## config.mk

```make
export PLATFORM = sky130hd
export DESIGN_NAME = pul_sequencer
export DESIGN_NICKNAME = d
export VERILOG_FILES = /design/src/pkg/pul_pkg.sv /design/src/rtl/pul_duty_scaler.sv /design/src/rtl/pul_sequencer.sv
export SDC_FILE = /design/constraint.sdc
export NUM_CORES = 1
export LEC_CHECK = 0
export ABC_AREA = 1
export BUFFER_PORTS_ARGS = -buffer_cell sky130_fd_sc_hd__buf_2
export CORE_AREA = 3 3 195 102
export CTS_CLUSTER_DIAMETER = 120
export DETAILED_ROUTE_END_ITERATION = 7
export DIE_AREA = 0 0 198 105
export GPL_TIMING_DRIVEN = 0
export PLACE_DENSITY = 0.84
export SYNTH_ARGS = -nofsm -noshare
export SYNTH_HDL_FRONTEND = slang
export SYNTH_SLANG_ARGS = --single-unit
```

## constraint.sdc

```tcl
create_clock -name clock -period 30.3 [get_ports clock]
set_input_delay 4.545 -clock clock [delete_from_list [all_inputs] [get_ports clock]]
set_output_delay 4.545 -clock clock [all_outputs]
set_load 0.005 [all_outputs]
```

## src/pkg/pul_pkg.sv

```systemverilog
// shared constants for the power-up lockout and init block
`default_nettype none
package pul_pkg;
    localparam int unsigned PUL_CLOCK_HZ = 100_000_000;
    localparam int unsigned PUL_PROC_CLK_HZ = 80_000;
    // divider count for the 80 kHz processor clock enable
    localparam int unsigned PUL_PROC_DIV = PUL_CLOCK_HZ / PUL_PROC_CLK_HZ;
    // cycles the hardware needs to reach its starting state after reset
    localparam int unsigned PUL_START_CYCLES = 16;
    localparam int unsigned PUL_PHASE_N = 6;
    localparam int unsigned PUL_DUTY_W = 9;
    localparam logic [8:0] PUL_DUTY_FULL = 9'h1FF;
    localparam logic [8:0] PUL_DAC_RST = 9'h000;
    localparam logic [1:0] PUL_PH_RST = 2'h0;
    localparam logic PUL_PWM_SEL_RST = 1'h0;
    localparam logic [3:0] PUL_MON_SEL_RST = 4'h1;
    // port enables come up released, so every pin starts as an input
    localparam logic [7:0] PUL_PORT_RST = 8'hFF;
    localparam int unsigned PUL_WAKE_N = 4;
    typedef enum {PUL_LOCKOUT, PUL_RUN, PUL_STOP} pul_state_e;
endpackage
`default_nettype wire

```

## src/rtl/pul_duty_scaler.sv

```systemverilog
// linear map of duty command onto the programmed duty window
`timescale 1ns/1ps
`default_nettype none
module pul_duty_scaler
    import pul_pkg::*;
#(
    parameter int unsigned W = PUL_DUTY_W
) (
    // clock and reset
    input wire logic clock,
    input wire logic srst,
    // limits and command
    input wire logic [W-1:0] dutyMin,
    input wire logic [W-1:0] dutyMax,
    input wire logic [W-1:0] dutyCmd,
    // scaled duty
    output logic [W-1:0] dutyOut
);
    logic [W-1:0] duty_reg;
    logic [W-1:0] duty_next;
    logic [W-1:0] span;
    logic [2*W-1:0] prod;

    always_comb begin
        // an inverted window collapses to the minimum rather than wrapping
        span = (dutyMax > dutyMin) ? W'(dutyMax - dutyMin) : '0;
        prod = span * dutyCmd;
        duty_next = W'(dutyMin + W'(prod / (2*W)'(PUL_DUTY_FULL)));
    end

    always_ff @(posedge clock) begin
        if (srst) begin
            duty_reg <= '0;
        end else begin
            duty_reg <= duty_next;
        end
    end

    assign dutyOut = duty_reg;

    scale_full_a: assert property (@(posedge clock) disable iff (srst)
        dutyCmd == PUL_DUTY_FULL && dutyMax >= dutyMin |=> dutyOut == $past(dutyMax))
        else $error("full command does not give max duty");
    scale_zero_a: assert property (@(posedge clock) disable iff (srst)
        dutyCmd == '0 |=> dutyOut == $past(dutyMin))
        else $error("zero command does not give min duty");
endmodule
`default_nettype wire

```

## src/rtl/pul_sequencer.sv

```systemverilog
// power-up lockout, peripheral reset states, processor clock and stop/wake control
`timescale 1ns/1ps
`default_nettype none
module pul_sequencer
    import pul_pkg::*;
#(
    parameter int unsigned PHASES = PUL_PHASE_N,
    parameter int unsigned START_CYCLES = PUL_START_CYCLES
) (
    // clock and reset
    input wire logic clock,
    input wire logic srst,
    // firmware controls
    input wire logic [11:0] fwEnable,
    input wire logic fwStopReq,
    input wire logic fwPhaseLoad,
    input wire logic [PHASES-1:0] fwPhaseValue,
    input wire logic [PHASES-1:0] pwmPhase,
    input wire logic [8:0] fwDacValue,
    input wire logic fwPwmSel,
    input wire logic [3:0] fwMonSel,
    input wire logic [7:0] fwPort0Out,
    input wire logic [7:0] fwPort1Out,
    input wire logic [8:0] fwDutyMin,
    input wire logic [8:0] fwDutyMax,
    input wire logic [8:0] dutyCmd,
    // wake sources
    input wire logic wakeComparatorIrq,
    input wire logic uartRxPin,
    input wire logic wakeVinLevelIrq,
    input wire logic wakeProcReset,
    // status and pins
    output logic lockout,
    output logic procRunning,
    output logic procClkEn,
    output logic [PHASES-1:0] phaseSwitchOutputs,
    output logic [7:0] port0Out,
    output logic [7:0] port0OutEnN,
    output logic [7:0] port1Out,
    output logic [7:0] port1OutEnN,
    output logic [11:0] periphEnable,
    output logic brownoutEnable,
    output logic [8:0] dacOut,
    output logic pwmSel,
    output logic [3:0] monSel,
    output logic [8:0] dutyOut
);
    // periphEnable bits: 0 vref,1 refdac,2 fastadc,3 filter,4 pwm,5 blanker,
    // 6 blank dac,7 ilim,8 ocp,9 monadc,10 comparator,11 serial/timers, bit 12-up none
    localparam int unsigned CW = $clog2(PUL_PROC_DIV);
    localparam int unsigned SW = $clog2(START_CYCLES + 1);

    pul_state_e state_reg, state_next;
    logic [SW-1:0] start_reg, start_next;
    logic [CW-1:0] div_reg, div_next;
    logic [11:0] en_reg, en_next;
    logic [PHASES-1:0] ph_reg, ph_next;
    logic phOwned_reg, phOwned_next;
    logic [8:0] dac_reg, dac_next;
    logic pwmSel_reg, pwmSel_next;
    logic [3:0] monSel_reg, monSel_next;
    logic [7:0] p0_reg, p0_next, p1_reg, p1_next;
    logic [2:0] rxSync_reg;
    logic rxLevel_reg, rxLevel_next;
    logic [PHASES-1:0] phOut_reg, phOut_next;
    logic rxFall;
    logic wake;
    logic started;

    // rx comes from a pin: three stages, a new level counts once the last two agree
    // so a one-cycle glitch on the line cannot wake the processor
    assign rxLevel_next = (rxSync_reg[2] == rxSync_reg[1]) ? rxSync_reg[2] : rxLevel_reg;

    // idle line is high; resetting high avoids a false edge after reset
    always_ff @(posedge clock) begin
        if (srst) begin
            rxSync_reg <= 3'h7;
            rxLevel_reg <= 1'b1;
        end else begin
            rxSync_reg <= {rxSync_reg[1:0], uartRxPin};
            rxLevel_reg <= rxLevel_next;
        end
    end
    assign rxFall = rxLevel_reg & ~rxLevel_next;
    assign wake = wakeComparatorIrq | rxFall | wakeVinLevelIrq | wakeProcReset;
    assign started = (start_reg == SW'(START_CYCLES));

    always_comb begin
        state_next = state_reg;
        start_next = start_reg;
        div_next = div_reg;
        en_next = en_reg;
        ph_next = ph_reg;
        phOwned_next = phOwned_reg;
        dac_next = dac_reg;
        pwmSel_next = pwmSel_reg;
        monSel_next = monSel_reg;
        p0_next = p0_reg;
        p1_next = p1_reg;
        if (state_reg != PUL_STOP) begin
            div_next = (div_reg == CW'(PUL_PROC_DIV - 1)) ? '0 : CW'(div_reg + 1'b1);
        end
        case (state_reg)
            PUL_LOCKOUT: begin
                // hold enables, dac, selects, ports and phases at power-up state until hardware settles
                if (!started) begin
                    start_next = SW'(start_reg + 1'b1);
                end else begin
                    state_next = PUL_RUN;
                end
            end
            PUL_RUN: begin
                // peripherals only change by explicit firmware request
                en_next = fwEnable;
                // the dac register holds zero whenever the dac is off
                dac_next = fwEnable[1] ? fwDacValue : PUL_DAC_RST;
                pwmSel_next = fwPwmSel;
                monSel_next = fwMonSel;
                p0_next = fwPort0Out;
                p1_next = fwPort1Out;
                if (fwPhaseLoad) begin
                    ph_next = fwPhaseValue;
                    phOwned_next = 1'b1;
                end
                if (fwStopReq && !wake) begin
                    state_next = PUL_STOP;
                end
            end
            PUL_STOP: begin
                if (wake) begin
                    state_next = PUL_RUN;
                    div_next = '0;
                end
            end
            default: state_next = PUL_LOCKOUT;
        endcase
        // phases are registered from what state and enables hold next cycle
        phOut_next = ph_next;
        if (en_next[4]) begin
            phOut_next = pwmPhase;
        end
        if (state_next == PUL_LOCKOUT) begin
            phOut_next = '0;
        end
    end

    always_ff @(posedge clock) begin
        if (srst) begin
            state_reg <= PUL_LOCKOUT;
            start_reg <= '0;
            div_reg <= '0;
            en_reg <= '0;
            ph_reg <= '0;
            phOwned_reg <= 1'b0;
            dac_reg <= PUL_DAC_RST;
            pwmSel_reg <= PUL_PWM_SEL_RST;
            monSel_reg <= PUL_MON_SEL_RST;
            p0_reg <= PUL_PORT_RST;
            p1_reg <= PUL_PORT_RST;
            phOut_reg <= '0;
        end else begin
            state_reg <= state_next;
            start_reg <= start_next;
            div_reg <= div_next;
            en_reg <= en_next;
            ph_reg <= ph_next;
            phOwned_reg <= phOwned_next;
            dac_reg <= dac_next;
            pwmSel_reg <= pwmSel_next;
            monSel_reg <= monSel_next;
            p0_reg <= p0_next;
            p1_reg <= p1_next;
            phOut_reg <= phOut_next;
        end
    end

    pul_duty_scaler #(
        .W(9)
    ) u_duty (
        .clock(clock),
        .srst(srst),
        .dutyMin(fwDutyMin),
        .dutyMax(fwDutyMax),
        .dutyCmd(dutyCmd),
        .dutyOut(dutyOut)
    );

    assign lockout = (state_reg == PUL_LOCKOUT);
    assign procRunning = (state_reg == PUL_RUN);
    assign procClkEn = (state_reg != PUL_STOP) && (div_reg == CW'(PUL_PROC_DIV - 1));
    // pwm drives phases only once enabled; firmware value otherwise
    // registered: a pwm change reaches the pins one clock later but glitch-free
    assign phaseSwitchOutputs = phOut_reg;
    assign periphEnable = en_reg;
    assign brownoutEnable = 1'b1;
    // dac output is zero while disabled
    assign dacOut = dac_reg;
    assign pwmSel = pwmSel_reg;
    assign monSel = monSel_reg;
    // open drain: drive only low bits; released (input) while lockout
    assign port0Out = 8'h00;
    assign port1Out = 8'h00;
    assign port0OutEnN = lockout ? 8'hFF : p0_reg;
    assign port1OutEnN = lockout ? 8'hFF : p1_reg;

    lock_hold_a: assert property (@(posedge clock) disable iff (srst)
        lockout |-> phaseSwitchOutputs == '0 && port0OutEnN == 8'hFF && port1OutEnN == 8'hFF)
        else $error("pins not quiet during lockout");
    reset_lock_a: assert property (@(posedge clock) $fell(srst) |->
        lockout && periphEnable == '0)
        else $error("reset did not enter lockout");
    reset_defaults_a: assert property (@(posedge clock) $fell(srst) |->
        dacOut == 9'h000 && pwmSel == 1'b0 && monSel == 4'h1)
        else $error("power-up defaults wrong");
    lock_release_a: assert property (@(posedge clock) disable iff (srst)
        $fell(srst) |-> lockout [*8])
        else $error("lockout released too early");
    lock_exit_a: assert property (@(posedge clock) disable iff (srst)
        lockout && started |=> procRunning)
        else $error("lockout not left after settling");
    lock_defaults_a: assert property (@(posedge clock) disable iff (srst)
        lockout |-> periphEnable == '0 && pwmSel == PUL_PWM_SEL_RST && monSel == PUL_MON_SEL_RST)
        else $error("peripherals left defaults during lockout");
    phase_low_a: assert property (@(posedge clock) disable iff (srst)
        !phOwned_reg && !en_reg[4] |-> phaseSwitchOutputs == '0)
        else $error("phases moved without firmware or pwm");
    phase_pwm_a: assert property (@(posedge clock) disable iff (srst)
        procRunning && fwEnable[4] |=> phaseSwitchOutputs == $past(pwmPhase))
        else $error("enabled pwm not driving the phases");
    clk_rate_a: assert property (@(posedge clock) disable iff (srst)
        procClkEn |=> !procClkEn [*8])
        else $error("processor clock enable too frequent");
    wake_event_a: assert property (@(posedge clock) disable iff (srst)
        state_reg == PUL_STOP && (wakeComparatorIrq || wakeVinLevelIrq || wakeProcReset)
        |=> procRunning)
        else $error("wake event ignored");
    rx_wake_a: assert property (@(posedge clock) disable iff (srst)
        state_reg == PUL_STOP && rxFall |=> procRunning)
        else $error("uart falling edge did not wake");
    stop_enter_a: assert property (@(posedge clock) disable iff (srst)
        procRunning && fwStopReq && !wake |=> state_reg == PUL_STOP)
        else $error("stop request not taken");
    stop_hold_a: assert property (@(posedge clock) disable iff (srst)
        state_reg == PUL_STOP && !wake |=> state_reg == PUL_STOP)
        else $error("stop left without a wake event");
    stop_quiet_a: assert property (@(posedge clock) disable iff (srst)
        state_reg == PUL_STOP |-> !procClkEn)
        else $error("processor clocked in stop");
    periph_follow_a: assert property (@(posedge clock) disable iff (srst)
        procRunning |=> periphEnable == $past(fwEnable))
        else $error("peripheral enables not following firmware");
    dac_follow_a: assert property (@(posedge clock) disable iff (srst)
        procRunning && fwEnable[1] |=> dacOut == $past(fwDacValue))
        else $error("enabled dac not following its value");
    select_follow_a: assert property (@(posedge clock) disable iff (srst)
        procRunning |=> pwmSel == $past(fwPwmSel) && monSel == $past(fwMonSel))
        else $error("selectors not following firmware");
    port_follow_a: assert property (@(posedge clock) disable iff (srst)
        procRunning |=> port0OutEnN == $past(fwPort0Out) && port1OutEnN == $past(fwPort1Out))
        else $error("port enables not following firmware");
    dac_off_a: assert property (@(posedge clock) disable iff (srst)
        !periphEnable[1] |-> dacOut == 9'h000)
        else $error("dac output not zero while off");
    brownout_on_a: assert property (@(posedge clock) disable iff (srst)
        brownoutEnable)
        else $error("brownout detector off");

    enter_run_c: cover property (@(posedge clock) disable iff (srst) $fell(lockout));
    enter_stop_c: cover property (@(posedge clock) disable iff (srst)
        state_reg == PUL_STOP);
    rx_wake_c: cover property (@(posedge clock) disable iff (srst)
        state_reg == PUL_STOP && rxFall);
    phase_load_c: cover property (@(posedge clock) disable iff (srst)
        procRunning && fwPhaseLoad);
    pwm_drive_c: cover property (@(posedge clock) disable iff (srst)
        procRunning && en_reg[4]);
endmodule
`default_nettype wire

```

==> results of run 1 <==
## logic make-up (layout without fill, tap and decap cells)
group,after synthesis,after routing,synth area share
AOI/OAI and AO/OA,135,135,0.0771
xor gates and xnor gates,23,23,0.0202
adders and majority gates,113,113,0.181
buffers and inverters,305,480,0.123
DFF,115,115,0.231
other,2,48,0.000754
and+or+nand+nor,755,755,0.367
## through the flow
stage          utilization  hold slack, ps
2_1_floorplan            -             389
3_3_place_gp         0.612             398
3_5_place_dp         0.612             400
4_1_cts              0.646             417
5_1_grt              0.646             430
6_report             0.646             415
## final cells by class
cell class,instances,area (µm²),area share
Clock buffer,18,439,0.0373
Buffer,40,233,0.0198
Inverter,265,995,0.0845
Timing Repair Buffer,143,716,0.0608
Antenna cell,1,2.50,0.000213
Tap cell,240,300,0.0255
Sequential cell,115,2300,0.196
Clock inverter,14,179,0.0152
Multi-Input combinational cell,1073,6600,0.561
## cells in the mapped netlist, types with 17 or more instances
library cell / n / area, µm²
buf_4: 17 / 128
a21oi_1: 69 / 345
nand2_1: 341 / 1280
nand3_1: 88 / 440
or2_2: 20 / 125
nor3_1: 29 / 145
nand2_2: 19 / 119
inv_1: 249 / 935
o21ai_0: 22 / 110
xor2_1: 18 / 158
nor2_1: 150 / 563
dfxtp_1: 115 / 2300
nand3_2: 18 / 180
clkbuf_1: 17 / 63.8
ha_1: 60 / 751
fa_1: 52 / 1040
## critical path, delay by kind of cell
| family | cells | cell delay, ps |
|---|---|---|
| AND/OR/NAND/NOR | 60 | 6620 |
| adder cells (fa/ha/maj) | 9 | 3530 |
| AO/OA/AOI/OAI | 8 | 1750 |
| buffers and inverters | 15 | 1250 |
| XOR/XNOR | 2 | 360 |
## where the power goes
part | switching, µW | leakage [µW] | internal (µW)
Sequential | 3.39 | 0.000942 | 160
Combinational | 589 | 0.00499 | 308
Clock | 71.7 | 0.000293 | 132
## layer usage
metal | part of all wire | track usage
met5 | 0 | 0
met4 | 0.033 | 0.0893
met3 | 0.052 | 0.0313
met2 | 0.48 | 0.418
met1 | 0.43 | 0.273
## worst max-delay path by stage
stage	startpoint	end	slack [ps]	depth (start not counted)
3_3_place_gp	fwDutyMin[2]	u_duty.dutyOut[8]$_SDFF_PP0_	12240	92
3_5_place_dp	fwDutyMin[2]	u_duty.dutyOut[8]$_SDFF_PP0_	12140	92
2_1_floorplan	fwDutyMin[2]	u_duty.dutyOut[8]$_SDFF_PP0_	13930	99
5_1_grt	fwDutyMin[2]	u_duty.dutyOut[8]$_SDFF_PP0_	10940	95
6_report	fwDutyMin[2]	u_duty.dutyOut[8]$_SDFF_PP0_	12510	94
4_1_cts	fwDutyMin[2]	u_duty.dutyOut[8]$_SDFF_PP0_	12480	94
==> summary.txt, run 1 <==
outcome: finished, final reports clean
synthesized area: 9960 µm²
Max Fanout on Critical Path: 10
initial core utilization: 0.547
port buffer count: 143
CP max stage delay: 550 ps
gr usage total: 0.229
post-route setup slack: 12510 ps
clk sinks: 115
detailed-route DRC error count: 0
Post-synth EDFFs: 0
hold buffers post-CTS: 0
max reg flops: 32
IO Count: 166
Pwr Total: 1260 µW
CTS max path bufs: 2
clock latency on the worst-skew pair: 410 ps
largest net degree at the start of global routing: 17
root buffer cell: clkbuf_16
final worst-path cycle share: 0.587
unrepaired setup endpoints after global routing: false
Synth Instances: 1448
Slew Limit Fails: 0
core area: 18200 µm²
placer congestion estimate: 0.895
WP data required: 30570 ps
Vias: 9453
Max VDD drop: 0.0000651 V
Die H: 105 µm
setup violators final: 0
Routed WL: 23700 µm
startpoint types: input pin
sequential area share after synthesis: 0.231
Post-DP HPWL: 19000 µm
GRT overflow: 0
slew margin rel.: 0.541
clock slew at reported path FFs: 60 ps
commonest non-fill, non-tap cells in the layout: nand2_1, inv_1, nor2_1
antenna-violating nets left: 0
post-CTS setup buffer count: 0
Post-DP Area: 11100 µm²
Post-synth ARST share: 0
non-filler instance count after layout: 1909
H-Tree Depth: 4
fill count: 1558
layout cells sized above 1: 0.192
Hold Path Class: flip-flop to flip-flop
final hold vios: 0
Final Instance Area: 11800 µm²
vias per cell: 4.95
Final TNS setup: 0 ps
CP most frequent cell: nand2_1
Reg2Reg Setup Slack: 27800 ps
Die X: 198 µm
Top FF cell, synth: dfxtp_1
RR Startpoint: state_reg[20]$_SDFF_PP0_
number of CTS-inserted buffers: 17
post-CTS resize count: 0
fmax: 56.2 MHz
Crit. End Element: flip-flop
crit path time final: 17790 ps
clock skew: 16.5 ps
Core Rows: 35
Leak Pwr: 0.00623 µW
vias in the first global route: 8977
WL/cell: 12.4 µm
Arr. time, crit path: 18060 ps
Hold Path Depth: 1
Placed Cells: 1876
Post-Place Worst Slack: 12140 ps
antenna violations before repair: 1
area delta synth->final: 18.1%
PD cells: 107 nW/µm²
synth warn: 0
Critical-path top delay cell: fa_1
Yosys cell types: 56
die area: 20800 µm²
starting DRC count in detailed routing: 483
first-pass GRT wire length: 39700 µm
RR Endpoint: phaseSwitchOutputs[3]$_SDFF_PP0_
Worst Hold End: rxSync_reg[1]$_SDFF_PP1_
commonest non-fill, non-tap cell in the layout: nand2_1
synthesized area per cell: 6.88 µm²
CTS tree: yes
Max Cap Viol: 0
Yosys reg bits: 115
Register-to-Register Path Depth: 13
Final #Nets: 1856
HP Start: rxSync_reg[0]$_SDFF_PP1_
Slew @ Worst Pin: 688 ps
drt first pass iters: 5
Crit Path Class: input pin to flip-flop
(Power assumes the default switching activity.)
==> inputs of run 2 (changes only) <==
clock period = 16.4 ns   (was 30.3 ns; I/O delays follow)
==> summary.txt, run 2 (synthesis gave the netlist of run 1 again) <==
first-pass GRT wire length: 39700 µm
Hold Path Class: flip-flop to flip-flop
non-filler instance count after layout: 1909
PD cells: 199 nW/µm²
die area: 20800 µm²
drt first pass iters: 5
Crit. End Element: flip-flop
clock slew at reported path FFs: 60 ps
Slew Limit Fails: 0
Critical-path top delay cell: fa_1
WL met3: 1380 µm
M1 wire length: 10200 µm
Slew @ Worst Pin: 649 ps
number of CTS-inserted buffers: 17
clock latency on the worst-skew pair: 410 ps
setup violators final: 0
initial core utilization: 0.547
area occupied by registers: 2300 µm²
Reg2Reg Setup Slack: 13920 ps
vias in the first global route: 8977
met2 routed WL: 11600 µm
Post-DP HPWL: 19000 µm
Leak Pwr: 0.00624 µW
Arr. time, crit path: 15380 ps
vias per cell: 4.95
Max Cap Viol: 0
final hold vios: 0
fmax: 66.2 MHz
Critical Path Start: fwDutyMin[2]
Worst Hold End: rxSync_reg[1]$_SDFF_PP1_
RR Startpoint: state_reg[20]$_SDFF_PP0_
Max VDD drop: 0.000130 V
clk sinks: 115
Routed WL: 23900 µm
hold buffers post-CTS: 0
port buffer count: 143
root buffer cell: clkbuf_16
placer congestion estimate: 0.895
starting DRC count in detailed routing: 521
antenna violations before repair: 1
post-CTS setup buffer count: 0
Placed Cells: 1876
Crit Path Class: input pin to flip-flop
post-route setup slack: 1300 ps
Max Fanout on Critical Path: 10
Die H: 105 µm
Final #Nets: 1856
max reg flops: 32
commonest non-fill, non-tap cell in the layout: nand2_1
largest net degree at the start of global routing: 17
CP most frequent cell: nand2_1
CTS max path bufs: 2
layout cells sized above 1: 0.201
IO Count: 166
fill count: 1530
clock skew: 15.3 ps
gr usage total: 0.229
H-Tree Depth: 4
WL/cell: 12.5 µm
HP Start: rxSync_reg[0]$_SDFF_PP1_
antenna-violating nets left: 0
outcome: finished, final reports clean
GRT overflow: 0
core area: 18200 µm²
WP data required: 16670 ps
detailed-route DRC error count: 0
RR Endpoint: phaseSwitchOutputs[3]$_SDFF_PP0_
Multi-input gate area: 6730 µm²
Register-to-Register Path Depth: 13
area delta synth->final: 19.3%
slew margin rel.: 0.568
Post-Place Worst Slack: 324 ps
crit path time final: 15100 ps
commonest non-fill, non-tap cells in the layout: nand2_1, inv_1, nor2_1
startpoint types: input pin
Max Used Layer: met4
Vias: 9459
Die X: 198 µm
CP max stage delay: 550 ps
final worst-path cycle share: 0.921
CTS tree: yes
Hold Path Depth: 1
Core Rows: 35
run 2: cell counts in the layout (fill, tap and decap cells not counted):
No cell type changed its count.
run 2: worst max path at each step:
stage                              endpoint  slack (ps)
2_1_floorplan  u_duty.dutyOut[8]$_SDFF_PP0_        2120
3_3_place_gp   u_duty.dutyOut[8]$_SDFF_PP0_         430
3_5_place_dp   u_duty.dutyOut[8]$_SDFF_PP0_         320
4_1_cts        u_duty.dutyOut[8]$_SDFF_PP0_         670
5_1_grt        u_duty.dutyOut[8]$_SDFF_PP0_         -20
6_report       u_duty.dutyOut[8]$_SDFF_PP0_        1300
run 2: final cells by class:
class | instances | share of cell area
clock buffer | 18 | 0.0369
buffer | 40 | 0.0196
tap | 240 | 0.0253
inverter | 265 | 0.0836
timing repair buffer | 143 | 0.0602
multi-input combinational | 1073 | 0.566
antenna | 1 | 0.000210
sequential | 115 | 0.194
clock inverter | 14 | 0.0150
run 2: metal layers:
layer	up-vias	track usage
li1	4880	-
met1	4280	0.273
met2	253	0.418
met3	46	0.0313
met4	0	0.0893
met5	-	0
run 2: critical path: cells and delay by family:
family,cells,cell delay [ps]
XOR/XNOR,2,360
adder cells (fa/ha/maj),9,3560
buffers and inverters,15,1220
AO/OA/AOI/OAI,6,1120
AND/OR/NAND/NOR,67,6640
run 2: timing repair:
item	4_1_cts	5_1_grt
endpoints found under the setup margin	0	2
gates resized for setup	0	27
hold endpoints to repair	0	0
run 2: power breakdown:
| group | internal, µW | leakage (µW) | switching [µW] |
|---|---|---|---|
| Combinational | 577 | 0.00500 | 1110 |
| Sequential | 296 | 0.000942 | 6.08 |
| Clock | 244 | 0.000293 | 132 |
run 2: stage by stage:
step	setup TNS [ps]	area [µm²]	hold WS, ps	total power, µW	utilization
final	0	11900	415	2360	0.653
after global placement	0	11100	398	1920	0.612
after detailed placement	0	11100	400	1950	0.612
after floorplan	0	10100	389	1670	-
after global routing	-15.1	11900	430	2620	0.653
after CTS	0	11800	417	2330	0.646
==> inputs of run 3 (changes only) <==
CORE_AREA = 3 3 139 141   (was 3 3 195 102)
DIE_AREA = 0 0 142 144   (was 0 0 198 105)
==> summary.txt, run 3 (synthesis gave the netlist of run 1 again) <==
Routed WL: 25200 µm
IO Count: 166
# diodes: 0
Die H: 144 µm
commonest non-fill, non-tap cell in the layout: nand2_1
Arr. time, crit path: 15740 ps
clock latency on the worst-skew pair: 410 ps
clk sinks: 115
clock slew at reported path FFs: 60 ps
CP most frequent cell: nand2_1
startpoint types: input pin
final worst-path cycle share: 0.944
Max VDD drop: 0.000124 V
placer congestion estimate: 0.872
Slew Limit Fails: 0
outcome: finished, final reports clean
port buffer count: 143
hold buffers post-CTS: 0
crit path time final: 15480 ps
Leak Pwr: 0.00628 µW
setup violators final: 0
Core Rows: 49
post-route setup slack: 918 ps
Multi-input gate area: 6820 µm²
Final #Nets: 1868
vias per cell: 5.09
number of CTS-inserted buffers: 17
gr usage total: 0.236
Die X: 142 µm
Final Instance Area: 12000 µm²
Crit path buffers/inverters: 15
antenna violations before repair: 0
Placed Cells: 1865
die area: 20400 µm²
largest net degree at the start of global routing: 17
H-Tree Depth: 4
Max Cap Viol: 0
Post-Place Worst Slack: -84.5 ps
Crit. End Element: flip-flop
cell family with most CP delay: simple AND/OR/NAND/NOR gates
GRT overflow: 0
max reg flops: 32
antenna-violating nets left: 0
Vias: 9723
Crit Path Class: input pin to flip-flop
core area: 18100 µm²
Max Fanout on Critical Path: 10
area delta synth->final: 20.5%
layout cells sized above 1: 0.216
WP data required: 16660 ps
commonest non-fill, non-tap cells in the layout: nand2_1, inv_1, buf_2
initial core utilization: 0.551
CTS max path bufs: 2
non-filler instance count after layout: 1909
area occupied by registers: 2300 µm²
first-pass GRT wire length: 39900 µm
slew margin rel.: 0.614
fill count: 1475
CTS tree: yes
Post-DP HPWL: 20100 µm
root buffer cell: clkbuf_16
WL/cell: 13.2 µm
Hold Path Class: flip-flop to flip-flop
detailed-route DRC error count: 0
vias in the first global route: 8958
clock skew: 10.9 ps
final hold vios: 0
fmax: 64.6 MHz
starting DRC count in detailed routing: 477
CP max stage delay: 580 ps
drt first pass iters: 5
Post-DP Area: 11100 µm²
Critical-path top delay cell: fa_1
PD cells: 204 nW/µm²
Slew @ Worst Pin: 579 ps
==> run 3: cell count changes in the layout (fill, tap and decap cells not counted), sizes merged <==
cell      previous run  this run
clkinvlp             3         4
buf                166       178
diode                1         0
bufinv               3         1
clkbuf              35        34
inv                261       263
==> run 3: worst paths after layout <==
| check | start | to | slack [ps] | cells after the start |
|---|---|---|---|---|
| hold reg to reg | rxSync_reg[0]$_SDFF_PP1_ | rxSync_reg[1]$_SDFF_PP1_ | 430 | 1 |
| setup reg to reg | state_reg[21]$_SDFF_PP0_ | phaseSwitchOutputs[2]$_SDFF_PP0_ | 13810 | 13 |
| hold / removal | rxSync_reg[0]$_SDFF_PP1_ | rxSync_reg[1]$_SDFF_PP1_ | 430 | 1 |
| setup / recovery | fwDutyMin[1] | u_duty.dutyOut[8]$_SDFF_PP0_ | 920 | 100 |
==> run 3: final cells by class <==
cell class / count / area share
multi-input cells: 1073 / 0.568
flip-flops and latches: 115 / 0.192
inverters: 265 / 0.0831
repair buffers: 155 / 0.0671
clock buffers: 17 / 0.0354
well taps: 229 / 0.0239
plain buffers: 40 / 0.0194
clock inverters: 15 / 0.0110
==> run 3: per-stage QoR <==
stage	util	setup TNS (ps)	total power, µW	hold slack, ps
2_1_floorplan	-	0	1670	389
3_3_place_gp	0.616	0	1920	403
3_5_place_dp	0.616	-84.5	1960	402
4_1_cts	0.647	0	2320	429
5_1_grt	0.664	-126	2700	437
6_report	0.664	0	2450	429
==> run 3: power by group <==
group / internal [µW] / switching [µW]
logic: 644 / 1170
registers: 295 / 3.71
clock network: 209 / 134
total: 1150 / 1300
==> run 3: repair_timing <==
action	in CTS	in global routing
endpoints found under the setup margin	0	3
setup buffers	0	12
resized for setup	0	48
==> run 3: routing by layer <==
metal,track usage,share of wire
met3,0.0337,0.058
met2,0.438,0.50
met1,0.273,0.40
met4,0.0985,0.034
met5,0,0
